`src/sif_defines.svh`:
```
`ifndef SIF_DEFINES_SVH
`define SIF_DEFINES_SVH

// ==========================================================
// Bus framing
`define SIF_ADDR 7'h62
`define SIF_CMD_REINIT 16'h3646
`define SIF_CRC_POLY 8'h31
`define SIF_CRC_INIT 8'hFF
`define SIF_SCL_MAX_KHZ 100

// ==========================================================
// Timing
`define SIF_CLK_MHZ 250
`define SIF_PWRUP_MS 1000
`define SIF_READY_CYC (`SIF_PWRUP_MS * `SIF_CLK_MHZ * 1000)

`endif

```
`src/sif_pkg.sv`:
```
`default_nettype none
`include "sif_defines.svh"

package sif_pkg;

  // ==========================================================
  // Types
  typedef enum logic [2:0] {
    ST_IDLE = 3'b000,
    ST_ADDR = 3'b001,
    ST_ACK = 3'b010,
    ST_WR = 3'b011,
    ST_RD = 3'b100,
    ST_RACK = 3'b101,
    ST_SKIP = 3'b110
  } sif_st_e;

  typedef struct packed {
    logic scl_s1;
    logic scl_s2;
    logic scl_q;
    logic sda_s1;
    logic sda_s2;
    logic sda_q;
    sif_st_e st;
    logic [3:0] bc;
    logic [7:0] sh;
    logic rw;
    logic nack;
    logic [2:0] bpos;
    logic [1:0] rpos;
    logic [7:0] hi;
    logic [15:0] word;
    logic [7:0] tx;
    logic [15:0] rd_word;
    logic oe;
    logic sda_o;
    logic cmd_valid;
    logic [15:0] cmd_code;
    logic wr_valid;
    logic [15:0] wr_word;
    logic crc_err;
    logic rd_take;
    logic rdy;
    logic restart;
  } sif_st_s;

  typedef struct packed {
    logic [27:0] cnt;
    logic ready;
  } sif_tmr_s;

  // ==========================================================
  // Checksum over one word, high byte first
  function automatic logic [7:0] sif_crc8(input logic [15:0] w);
    logic [7:0] c;
    c = `SIF_CRC_INIT;
    for (int i = 15; i >= 0; i--) begin
      c = (c[7] ^ w[i]) ? ({c[6:0], 1'b0} ^ `SIF_CRC_POLY) : {c[6:0], 1'b0};
    end
    return c;
  endfunction

endpackage

`default_nettype wire

```
`src/sif_ctl_if.sv`:
```
`timescale 1ns/1ns
`default_nettype none

interface sif_ctl_if;
  logic restart;
  logic ready;
  modport main (output restart, input ready);
  modport timer (input restart, output ready);
endinterface

`default_nettype wire

```
`src/sif_ready_timer.sv`:
```
`timescale 1ns/1ns
`default_nettype none
`include "sif_defines.svh"

module sif_ready_timer import sif_pkg::*; #(
  parameter logic [27:0] READY_CYC = 28'(`SIF_READY_CYC)
) (
  input wire logic i_core_clk,
  input wire logic i_rst_n,
  sif_ctl_if.timer ctl
);

  sif_tmr_s s, n;

  // ==========================================================
  // Start-up and reinit delay
  always_comb begin
    n = s;
    if (ctl.restart) begin
      n.cnt = '0;
      n.ready = 1'b0;
    end else if (!s.ready) begin
      if (s.cnt == READY_CYC - 28'd1) begin
        n.ready = 1'b1;
      end else begin
        n.cnt = s.cnt + 28'd1;
      end
    end
  end

  always_ff @(posedge i_core_clk or negedge i_rst_n) begin
    if (!i_rst_n) begin
      s <= '0;
    end else begin
      s <= n;
    end
  end

  assign ctl.ready = s.ready;
endmodule

`default_nettype wire

```
`src/sif_top.sv`:
```
`timescale 1ns/1ns
`default_nettype none
`include "sif_defines.svh"

module sif_top import sif_pkg::*; #(
  parameter logic [27:0] READY_CYC = 28'(`SIF_READY_CYC)
) (
  input wire logic i_core_clk,
  input wire logic i_arst_n,
  input wire logic i_scl,
  input wire logic i_sda,
  output logic o_sda_o,
  output logic o_sda_oe,
  input wire logic [15:0] i_rd_word,
  output logic o_rd_take,
  output logic o_cmd_valid,
  output logic [15:0] o_cmd_code,
  output logic o_wr_valid,
  output logic [15:0] o_wr_word,
  output logic o_crc_err,
  output logic o_ready
);

  // ==========================================================
  // Reset release
  logic [1:0] rst_q;
  logic rst_n;

  always_ff @(posedge i_core_clk or negedge i_arst_n) begin
    if (!i_arst_n) begin
      rst_q <= 2'b00;
    end else begin
      rst_q <= {rst_q[0], 1'b1};
    end
  end
  assign rst_n = rst_q[1];

  // ==========================================================
  // Ready timer
  sif_ctl_if ctl ();

  sif_ready_timer #(.READY_CYC(READY_CYC)) u_tmr (
    .i_core_clk(i_core_clk),
    .i_rst_n(rst_n),
    .ctl(ctl)
  );

  // ==========================================================
  // Bus engine
  sif_st_s s, n;
  logic rise, fall, start, stop;
  logic [7:0] ld_byte;

  // Lines sampled at 250 MHz; 100 kHz leaves ample margin
  assign rise = s.scl_s2 & ~s.scl_q;
  assign fall = ~s.scl_s2 & s.scl_q;
  assign start = s.scl_s2 & s.scl_q & s.sda_q & ~s.sda_s2;
  assign stop = s.scl_s2 & s.scl_q & ~s.sda_q & s.sda_s2;

  always_comb begin
    n = s;
    n.scl_s1 = i_scl;
    n.scl_s2 = s.scl_s1;
    n.scl_q = s.scl_s2;
    n.sda_s1 = i_sda;
    n.sda_s2 = s.sda_s1;
    n.sda_q = s.sda_s2;
    n.sda_o = 1'b0;
    n.cmd_valid = 1'b0;
    n.wr_valid = 1'b0;
    n.rd_take = 1'b0;
    n.restart = 1'b0;
    n.rdy = ctl.ready;
    // Next read byte: high, low, checksum, then a fresh word
    unique case (s.rpos)
      2'd0: ld_byte = i_rd_word[15:8];
      2'd1: ld_byte = s.rd_word[7:0];
      default: ld_byte = sif_crc8(s.rd_word);
    endcase
    if (start) begin
      n.st = ST_ADDR;
      n.bc = 4'h0;
      n.oe = 1'b0;
      n.bpos = 3'd0;
      n.rpos = 2'd0;
    end else if (stop) begin
      n.st = ST_IDLE;
      n.oe = 1'b0;
    end else begin
      unique case (s.st)
        ST_IDLE, ST_SKIP: begin
          n.oe = 1'b0;
        end
        ST_ADDR, ST_WR: begin
          if (rise) begin
            n.sh = {s.sh[6:0], s.sda_s2};
            n.bc = s.bc + 4'h1;
          end else if (fall && s.bc == 4'h8) begin
            n.bc = 4'h0;
            if (!s.rdy) begin
              n.st = ST_SKIP;
            end else if (s.st == ST_ADDR) begin
              if (s.sh[7:1] == `SIF_ADDR) begin
                n.oe = 1'b1;
                n.rw = s.sh[0];
                n.st = ST_ACK;
              end else begin
                n.st = ST_SKIP;
              end
            end else begin
              n.oe = 1'b1;
              n.st = ST_ACK;
              unique case (s.bpos)
                3'd0: begin
                  n.hi = s.sh;
                  n.bpos = 3'd1;
                end
                3'd1: begin
                  n.cmd_code = {s.hi, s.sh};
                  n.cmd_valid = 1'b1;
                  n.restart = ({s.hi, s.sh} == `SIF_CMD_REINIT);
                  n.bpos = 3'd2;
                end
                3'd2: begin
                  n.hi = s.sh;
                  n.bpos = 3'd3;
                end
                3'd3: begin
                  n.word = {s.hi, s.sh};
                  n.bpos = 3'd4;
                end
                default: begin
                  n.wr_word = s.word;
                  n.wr_valid = 1'b1;
                  n.crc_err = (sif_crc8(s.word) != s.sh);
                  n.bpos = 3'd2;
                end
              endcase
            end
          end
        end
        ST_ACK: begin
          if (fall) begin
            n.bc = 4'h0;
            if (s.rw) begin
              n.st = ST_RD;
              n.tx = ld_byte;
              n.oe = ~ld_byte[7];
              n.rpos = (s.rpos == 2'd2) ? 2'd0 : s.rpos + 2'd1;
              if (s.rpos == 2'd0) begin
                n.rd_word = i_rd_word;
                n.rd_take = 1'b1;
              end
            end else begin
              n.oe = 1'b0;
              n.st = ST_WR;
            end
          end
        end
        ST_RD: begin
          if (rise) begin
            n.bc = s.bc + 4'h1;
          end else if (fall) begin
            if (s.bc == 4'h8) begin
              n.oe = 1'b0;
              n.bc = 4'h0;
              n.st = ST_RACK;
            end else begin
              n.tx = {s.tx[6:0], 1'b0};
              n.oe = ~s.tx[6];
            end
          end
        end
        ST_RACK: begin
          if (rise) begin
            n.nack = s.sda_s2;
          end else if (fall) begin
            if (s.nack) begin
              n.st = ST_SKIP;
            end else begin
              n.st = ST_RD;
              n.tx = ld_byte;
              n.oe = ~ld_byte[7];
              n.rpos = (s.rpos == 2'd2) ? 2'd0 : s.rpos + 2'd1;
              if (s.rpos == 2'd0) begin
                n.rd_word = i_rd_word;
                n.rd_take = 1'b1;
              end
            end
          end
        end
        default: begin
          n.st = ST_IDLE;
          n.oe = 1'b0;
        end
      endcase
    end
  end

  // Lines reset high so no false START after release
  always_ff @(posedge i_core_clk or negedge rst_n) begin
    if (!rst_n) begin
      s <= '0;
      s.scl_s1 <= 1'b1;
      s.scl_s2 <= 1'b1;
      s.scl_q <= 1'b1;
      s.sda_s1 <= 1'b1;
      s.sda_s2 <= 1'b1;
      s.sda_q <= 1'b1;
    end else begin
      s <= n;
    end
  end

  assign ctl.restart = s.restart;
  assign o_sda_o = s.sda_o;
  assign o_sda_oe = s.oe;
  assign o_rd_take = s.rd_take;
  assign o_cmd_valid = s.cmd_valid;
  assign o_cmd_code = s.cmd_code;
  assign o_wr_valid = s.wr_valid;
  assign o_wr_word = s.wr_word;
  assign o_crc_err = s.crc_err;
  assign o_ready = s.rdy;

  // ==========================================================
  // Checks
  logic [27:0] nr_cnt;
  always_ff @(posedge i_core_clk or negedge rst_n) begin
    if (!rst_n) begin
      nr_cnt <= '0;
    end else begin
      nr_cnt <= s.rdy ? 28'd0 : nr_cnt + 28'd1;
    end
  end
endmodule

`default_nettype wire

```
`config.mk`:
```
export PLATFORM = sky130hd
export DESIGN_NAME = sif_top
export DESIGN_NICKNAME = d
export VERILOG_FILES = /design/src/sif_pkg.sv /design/src/sif_ctl_if.sv /design/src/sif_ready_timer.sv /design/src/sif_top.sv
export VERILOG_INCLUDE_DIRS = /design/src
export SDC_FILE = /design/constraint.sdc
export NUM_CORES = 1
export LEC_CHECK = 0
export BUFFER_PORTS_ARGS = -buffer_cell sky130_fd_sc_hd__buf_2
export CAP_MARGIN = 20
export CORE_ASPECT_RATIO = 1.5
export CORE_UTILIZATION = 55
export CTS_CLUSTER_DIAMETER = 80
export CTS_CLUSTER_SIZE = 25
export DETAILED_ROUTE_END_ITERATION = 12
export MAX_ROUTING_LAYER = met4
export PLACE_DENSITY = 0.84
export SETUP_SLACK_MARGIN = 0.1
export SLEW_MARGIN = 20
export SYNTH_ARGS = -nofsm -noshare
export SYNTH_HDL_FRONTEND = slang
export SYNTH_SLANG_ARGS = --single-unit
export TNS_END_PERCENT = 30
```
`constraint.sdc`:
```
create_clock -name i_core_clk -period 10.9 [get_ports i_core_clk]
set_input_delay 0.545 -clock i_core_clk [delete_from_list [all_inputs] [get_ports i_core_clk]]
set_output_delay 0.545 -clock i_core_clk [all_outputs]
set_load 0.02 [all_outputs]
```
# Yosys cells after proc, flatten, opt, wreduce, memory -nomap -nowiden
# Index checks and enable logic that the tools add are counted.
word_totals:
  regBits: 146
  output_inout_bits: 39
  wordCells: 323
classes:
  reduce_logical: 30
  add_sub_neg: 3
  n_mux: 134
  n_eq_ne: 49
  bitwise: 78
ops:
  columns: ["op", "n"]
  rows:
  - ["two-way mux 6 bit", 32]
  - ["two-way mux 35 bit", 5]
  - ["two-way mux 24 bit", 6]
  - ["two-way mux 25 bit", 4]
  - ["NOT 3 bit", 30]
  - ["two-way mux 36 bit", 2]
  - ["two-way mux 67 bit", 1]
  - ["two-way mux 29 bit", 2]
  - ["inequality test 4 bit, second input constant", 13]
  - ["AND reduction 8 bit", 6]
  - ["two-way mux 3 bit", 14]
  - ["two-way mux 8 bit", 5]
  - ["two-way mux 7 bit", 5]
  - ["two-way mux 1 bit", 33]
  - ["two-way mux 16 bit", 2]
  - ["case mux 16 bit (2 select lines)", 1]
  - ["adder 28 x 1 -> 28 bit, second input constant", 1]
  - ["equality test 28 bit, second input constant", 1]
  - ["two-way mux 28 bit", 1]
  - ["bitwise XOR 1 bit", 26]
  - ["inequality test 2 bit, second input constant", 12]
  - ["case mux 8 bit (3 select lines)", 1]
  - ["two-way mux 18 bit", 1]
  - ["inequality test 3 bit, second input constant", 6]
  - ["43 further kinds", 84]

# Longest topological paths before layout
# Gate-level depths: netlist of the first run.
logic_depth:
  depth_word: 40
  mapped_depth: 11
  mapped_depth_nobuf: 9

# By module
# A second synthesis of the first run with hierarchy kept.
unflattened:
  hier_cells: 741
  hier_area_um2: 7956.4
modules_own_cells:
  columns: ["mod", "instances", "seq_area_each_um2", "cells_per_inst", "area_each_um2"]
  rows:
  - ["sif_top", 1, 2910.3, 574, 6348.6]
  - ["sif_ready_timer", 1, 725.7, 167, 1607.8]

# Worst setup path before layout of the first run
# OpenSTA, ideal clock, no wires.
synth_path:
  kind: "register to register"
  startpoint: "register s[113] (netlist bit)"
  endpoint: "register s, in the netlist o_wr_word[10]"
  n_path_buf: 3
  stages_incl_launch_ff: 9
  slack_ns: 8.397
  setup_ns: 0.125
  arrival_time_ns: 2.378
  cell_sequence: "dfstp_2 -> ha_1 -> buf_4 -> nand4b_1 -> or4_1 -> nor4b_1 -> buf_4 -> buf_4 -> mux2_2"
synth_between:
  elab_chain_len: 5
synth_rtl:
  columns: ["item", "line", "source"]
  rows:
  - ["start, declared", "sif_top.sv:50", "sif_st_s s, n;"]
  - ["start signal, assigned", "sif_top.sv:211", "s <= n;"]
  - ["bitwise AND 1 bit", "sif_top.sv:57, sif_top.sv:58", null]
  - ["bitwise AND 1 bit, on equally long branches (2 in series)", "sif_top.sv:58, sif_top.sv:57", null]
  - ["NOT 1 bit (no source line)", null, null]
  - ["AND reduction 8 bit (no source line) *", null, null]
# Mark *: on every way between the ends. The rest lies on a longest branch, timed or not.
# A chain may end at the register's enable or synchronous reset.

==> results.yml, run 1 <==
outcome:
  status: "finished, violations left"
  violations: "DRC"
worst_setup_path:
  crit_required_ns: 11.22
  cp_slowest_cell: "a21oi_1"
  cpPeakStageDelay_ns: 0.67
  cp_cell_sequence: "ha_1 > inv_1 > a21oi_1 > nor4_1 > o21ai_2 > clkinv_1 > nand2_1 > nand2_1"
  critPathLaunch: "n[113]$_DFF_PN1_"
  crit_top_cell: "nand2_1"
  worstRegToRegCells: 8
  crit_arrival_ns: 3.48
  startpoint_type: "register"
  r2r_slack_ns: 7.74
  end_kind: "register"
  timing.rr.start: "n[113]$_DFF_PN1_"
  critical_path_class: "reg2reg"
  cp_max_fo: 18
grt:
  grt_usage_pct: 24.4
  grt_pass1_vias: 5342
  grt_start_max_net_pins: 81
  grt_pass1_wl_mm: 26.6
  grt_antenna_before_repair: 0
  grt_overflow: 0
synthesis:
  synth_nets: 751
  synth_area_um2: 7690
  ys_seq_elements: 145
  synth_top_area_share_pct: 45.2
  synth-edff-count: 0
  synth.largest_area_cell: "dfrtp_1"
  yosys.cell_types.count: 63
  synth_flop_cell: "dfrtp_1"
  yosys-top-cells-area: "dfrtp_1, mux2_2, xnor2_1, nand2_1, buf_4"
  syn_inst: 725
  async_flop_share_pct: 100
  yosys_warnings: 0
  syn_avg_cell_area_um2: 10.6
  ys_seq_area_share_pct: 47.3
sta:
  setup_tns_ns: 0
  tightest_slew_ns: 0.962
  timing.fmax_mhz: 316
  rsz0062_at_grt: "false"
  final.min_clock_period_ns: 3.16
  holdWs_ns: 0.214
  slew_headroom_pct: 35.9
  drv_slew: 0
  fin_skew_ns: 0.0103
  hold_violations: 0
  setup_violations: 0
  period_share_pct: 29.0
route:
  drtAntennaViolNets: 0
  avgViaCountPerCell: 5.79
  drc: 3
  wl_mm: 16.3
  wl_per_cell_um: 17.7
  via_count: 5313
  firstDrtPassIters: 11
  drt_iter0_drc: 289
die:
  initial_core_util_pct: 56.5
  die_w_um: 98.5
  rows: 52
  io_pins: 59
  core_area_um2: 13600
  dieArea_um2: 14500
  die_y_um: 147
pwr:
  finalPower_mw: 2.05
  p_leak_nw: 4.09
  p_per_area_nw_per_um2: 243
  ir_drop_mv: 0.228
final_layout:
  fillers: 1057
  nets: 768
  antennaDiodeCount: 0
  syn2layout_area_growth_pct: 9.75
  final_common_cell: "dfrtp_1"
  final_cell_mix: "dfrtp_1, nand2_1, mux2_2"
  drive_above_1_share_pct: 24.5
clocking:
  clk_latency_ns: 0.43
  cts_sinks: 145
  numCtsBuffers: 17
  clk_pin_slew_ns: 0.07
  cts.path.max_buffers: 2
  cts_root_buf: "clkbuf_16"
  h-tree-depth: 4
  cts_tree: "done"
  postCtsResizedCells: 0
place:
  dp.final_hpwl_mm: 10.8
  io_buffers: 57
  gp_congestion: 0.913
run:
  maxCapViolCount: 0
hold_path:
  min_path_type: "in2reg"
-- layer usage --
metal / track usage [%] / wire (um)
met2: 42.5 / 8730
met4: 11.0 / 518
met3: 4.85 / 570
met1: 26.8 / 6440
met5: - / 0
-- worst min-delay path by stage --
| stage | slack, ns | startpoint | end | cells after the start |
|---|---|---|---|---|
| finish | 0.21 | i_sda | n[111]$_DFF_PN1_ | 1 |
| global route | 0.21 | i_sda | n[111]$_DFF_PN1_ | 1 |
| CTS | 0.20 | i_sda | n[111]$_DFF_PN1_ | 1 |
| detailed placement | 0.33 | i_arst_n | rst_q[0]$_DFF_PN0_ | 1 |
| global placement | 0.33 | i_arst_n | rst_q[0]$_DFF_PN0_ | 1 |
| floorplan | 0.25 | i_arst_n | rst_q[0]$_DFF_PN0_ | 0 |
-- report_power, final --
| part | switching (mW) | leakage [nW] | internal (mW) |
|---|---|---|---|
| sequential | 0.109 | 1.94 | 0.598 |
| combinational | 0.345 | 1.87 | 0.424 |
| clock | 0.267 | 0.284 | 0.308 |
-- stage by stage --
stage                     cells  utilization, %  setup WS (ns)  instance area (um2)
after floorplan             725               -           6.57                 7690
after global placement      883            57.5           7.93                 7820
after detailed placement    883            57.5           7.83                 7820
after CTS                   916            61.9           7.83                 8420
after global routing        917            62.1           7.47                 8440
final                       917            62.1           7.74                 8440
-- final cells by class --
class                           count  area, um2  share of cell area (%)
Clock buffer                       17        425                    5.04
Clock inverter                     15        166                    1.97
Inverter                           20       75.1                   0.890
Multi-Input combinational cell    497       3610                    42.7
Sequential cell                   145       3640                    43.1
Tap cell                          162        203                    2.40
Timing Repair Buffer               61        322                    3.81
-- critical path, delay by kind of cell (launching register included) --
kind / cells / cell delay [ns]
flops: 1 / 0.55
simple gates: 3 / 0.42
fa+ha+maj: 1 / 0.34
buf+inv: 2 / 0.75
compound gates: 2 / 0.98
-- cell families after synthesis --
| group | Yosys count | synth area share (%) |
|---|---|---|
| DFF | 145 | 47.3 |
| buffers and inverters | 83 | 6.07 |
| other | 2 | 0.0977 |
| xor gates and xnor gates | 86 | 12.1 |
| AOI/OAI and AO/OA | 110 | 8.66 |
| and+or+nand+nor | 223 | 14.7 |
| adders and majority gates | 6 | 0.976 |
| muxes | 70 | 10.2 |
-- Yosys cell counts (all sizes together) (4+ instances only) --
master / instances
a211oi: 13
a21o: 7
a21oi: 40
and3: 7
buf: 45
clkbuf: 18
dfrtp: 139
dfstp: 6
ha: 6
inv: 19
mux2: 66
mux2i: 4
nand2: 88
nand2b: 6
nand3: 11
nand4: 10
nor2: 48
nor2b: 10
nor3: 7
nor4: 6
nor4b: 4
o21ai: 27
o22ai: 5
or3: 9
xnor2: 49
xnor3: 9
xor2: 27
-- what timing repair did --
action / 4_1_cts / 5_1_grt
endpoints found under the setup margin: 0 / 0
setup buffers: 0 / 0
hold buffers: 1 / 0
endpoints found under the hold margin: 2 / 0
Power figures use the tool's default switching activity.
==> run 2: changes to the inputs <==
==> constraint.sdc (replaced) <==
create_clock -name i_core_clk -period 2.98 [get_ports i_core_clk]
set_input_delay 0.149 -clock i_core_clk [delete_from_list [all_inputs] [get_ports i_core_clk]]
set_output_delay 0.149 -clock i_core_clk [all_outputs]
set_load 0.02 [all_outputs]
==> results.yml, run 2 (synthesis gave the netlist of run 1 again) <==
worst_setup_path:
  timing.rr.start: "s[113]$_DFF_PN1_"
  worst-path-stages: 6
  worstRegToRegCells: 6
  cp_slowest_cell: "or4_1"
  end_kind: "register"
  critical_path_class: "reg2reg"
  crit_required_ns: 3.29
  cp_cell_sequence: "ha_1 > nand4b_1 > or4_1 > nor4b_2 > buf_4 > mux2_2"
  cp_max_fo: 19
  cpPeakStageDelay_ns: 0.58
  critPathLaunch: "s[113]$_DFF_PN1_"
  startpoint_type: "register"
  critPathTopFamily: "simple AND/OR/NAND/NOR gates"
  crit_arrival_ns: 3.01
  critPathBufInv: 1
die:
  die_w_um: 98.5
  dieArea_um2: 14500
  core_area_um2: 13600
  rows: 52
  io_pins: 59
  die_y_um: 147
  initial_core_util_pct: 56.5
sta:
  slew_headroom_pct: 38.6
  setup_tns_ns: 0
  period_share_pct: 90.9
  drv_slew: 0
  fin_skew_ns: 0.00933
  setup_violations: 0
  tightest_slew_ns: 0.921
  timing.fmax_mhz: 369
  final.min_clock_period_ns: 2.71
  timing.final.ws_setup_ns: 0.271
  hold_violations: 0
  rsz0062_at_grt: "false"
final_layout:
  nets: 796
  final_common_cell: "dfrtp_1"
  antennaDiodeCount: 0
  syn2layout_area_growth_pct: 13.1
  drive_above_1_share_pct: 24.9
  fin_util_pct: 63.9
  final_cell_mix: "dfrtp_1, nand2_1, mux2_2"
  seq_area_um2: 3640
  multi_input_area_um2: 3610
  fillers: 1010
clocking:
  clk_latency_ns: 0.42
  clk_pin_slew_ns: 0.06
  numCtsBuffers: 17
  post-cts-setup-buffers: 0
  cts_tree: "done"
  cts.path.max_buffers: 2
  cts_sinks: 145
  h-tree-depth: 4
  cts_root_buf: "clkbuf_16"
route:
  wl_per_cell_um: 16.7
  via_count: 5367
  drc: 5
  wl_mm: 15.8
  avgViaCountPerCell: 5.68
  drt_iter0_drc: 360
  firstDrtPassIters: 8
  drtAntennaViolNets: 0
place:
  gp_congestion: 0.896
  dp.final_hpwl_mm: 10.8
  io_buffers: 57
  place_ws_ns: 0.278
run:
  maxCapViolCount: 0
grt:
  grt_usage_pct: 24.4
  grt_pass1_wl_mm: 26.8
  grt_antenna_before_repair: 0
  grt_start_max_net_pins: 83
  grt_overflow: 0
  grt_pass1_vias: 5583
pwr:
  finalPower_mw: 7.55
  ir_drop_mv: 0.618
  p_leak_nw: 4.22
  p_per_area_nw_per_um2: 868
outcome:
  violations: "DRC"
  status: "finished, violations left"
hold_path:
  min_path_type: "in2async"
run 2: stage by stage:
step / hold slack, ns / area, um2 / std cells
3_3_place_gp: -0.0657 / 7900 / 893
5_1_grt: 0.0400 / 8700 / 945
4_1_cts: 0.0218 / 8680 / 944
3_5_place_dp: -0.0629 / 7900 / 893
2_1_floorplan: -0.147 / 7690 / 725
6_report: 0.0361 / 8700 / 945
run 2: worst reg2reg max path: stages, from the launching register on:
cell,delay [ns]
dfstp_2,0.54
ha_1,0.33
nand4b_1,0.23
or4_1,0.58
nor4b_2,0.23
buf_4,0.30
mux2_2,0.39
run 2: cell type report:
type | count | area share (%)
clock buffer | 17 | 4.89
clock inverter | 15 | 1.88
inverter | 20 | 0.863
multi-input combinational | 497 | 41.5
sequential | 145 | 41.9
tap | 162 | 2.33
timing repair buffer | 89 | 6.71
run 2: worst paths after layout:
check	to	slack, ns
max	o_wr_word[12]$_DFFE_PN0P_	0.27
max reg2reg	o_wr_word[12]$_DFFE_PN0P_	0.27
min reg2reg	s[103]$_DFFE_PN0P_	0.31
min in group i_core_clk	rst_q[1]$_DFF_PN0_	0.35
min	rst_q[1]$_DFF_PN0_	0.04
max in group asynchronous	n[110]$_DFF_PN1_	1.88
run 2: timing repair:
item / CTS / global route
hold buffers: 19 / 0
resized for setup: 0 / 1
endpoints found under the hold margin: 20 / 0
endpoints found under the setup margin: 0 / 16
run 2: where the power goes:
part           total (mW)  internal (mW)  switching [mW]
clock                2.11           1.19           0.921
sequential           2.57           2.19           0.387
combinational        2.87           1.59            1.27
total                7.55           4.97            2.58
run 2: layer usage:
layer,up-vias,GRT usage (%),wire [um]
met5,-,-,0
li1,2547,-,-
met1,2673,27.9,6570
met2,111,41.1,8270
met4,0,11.9,475
met3,36,4.52,507
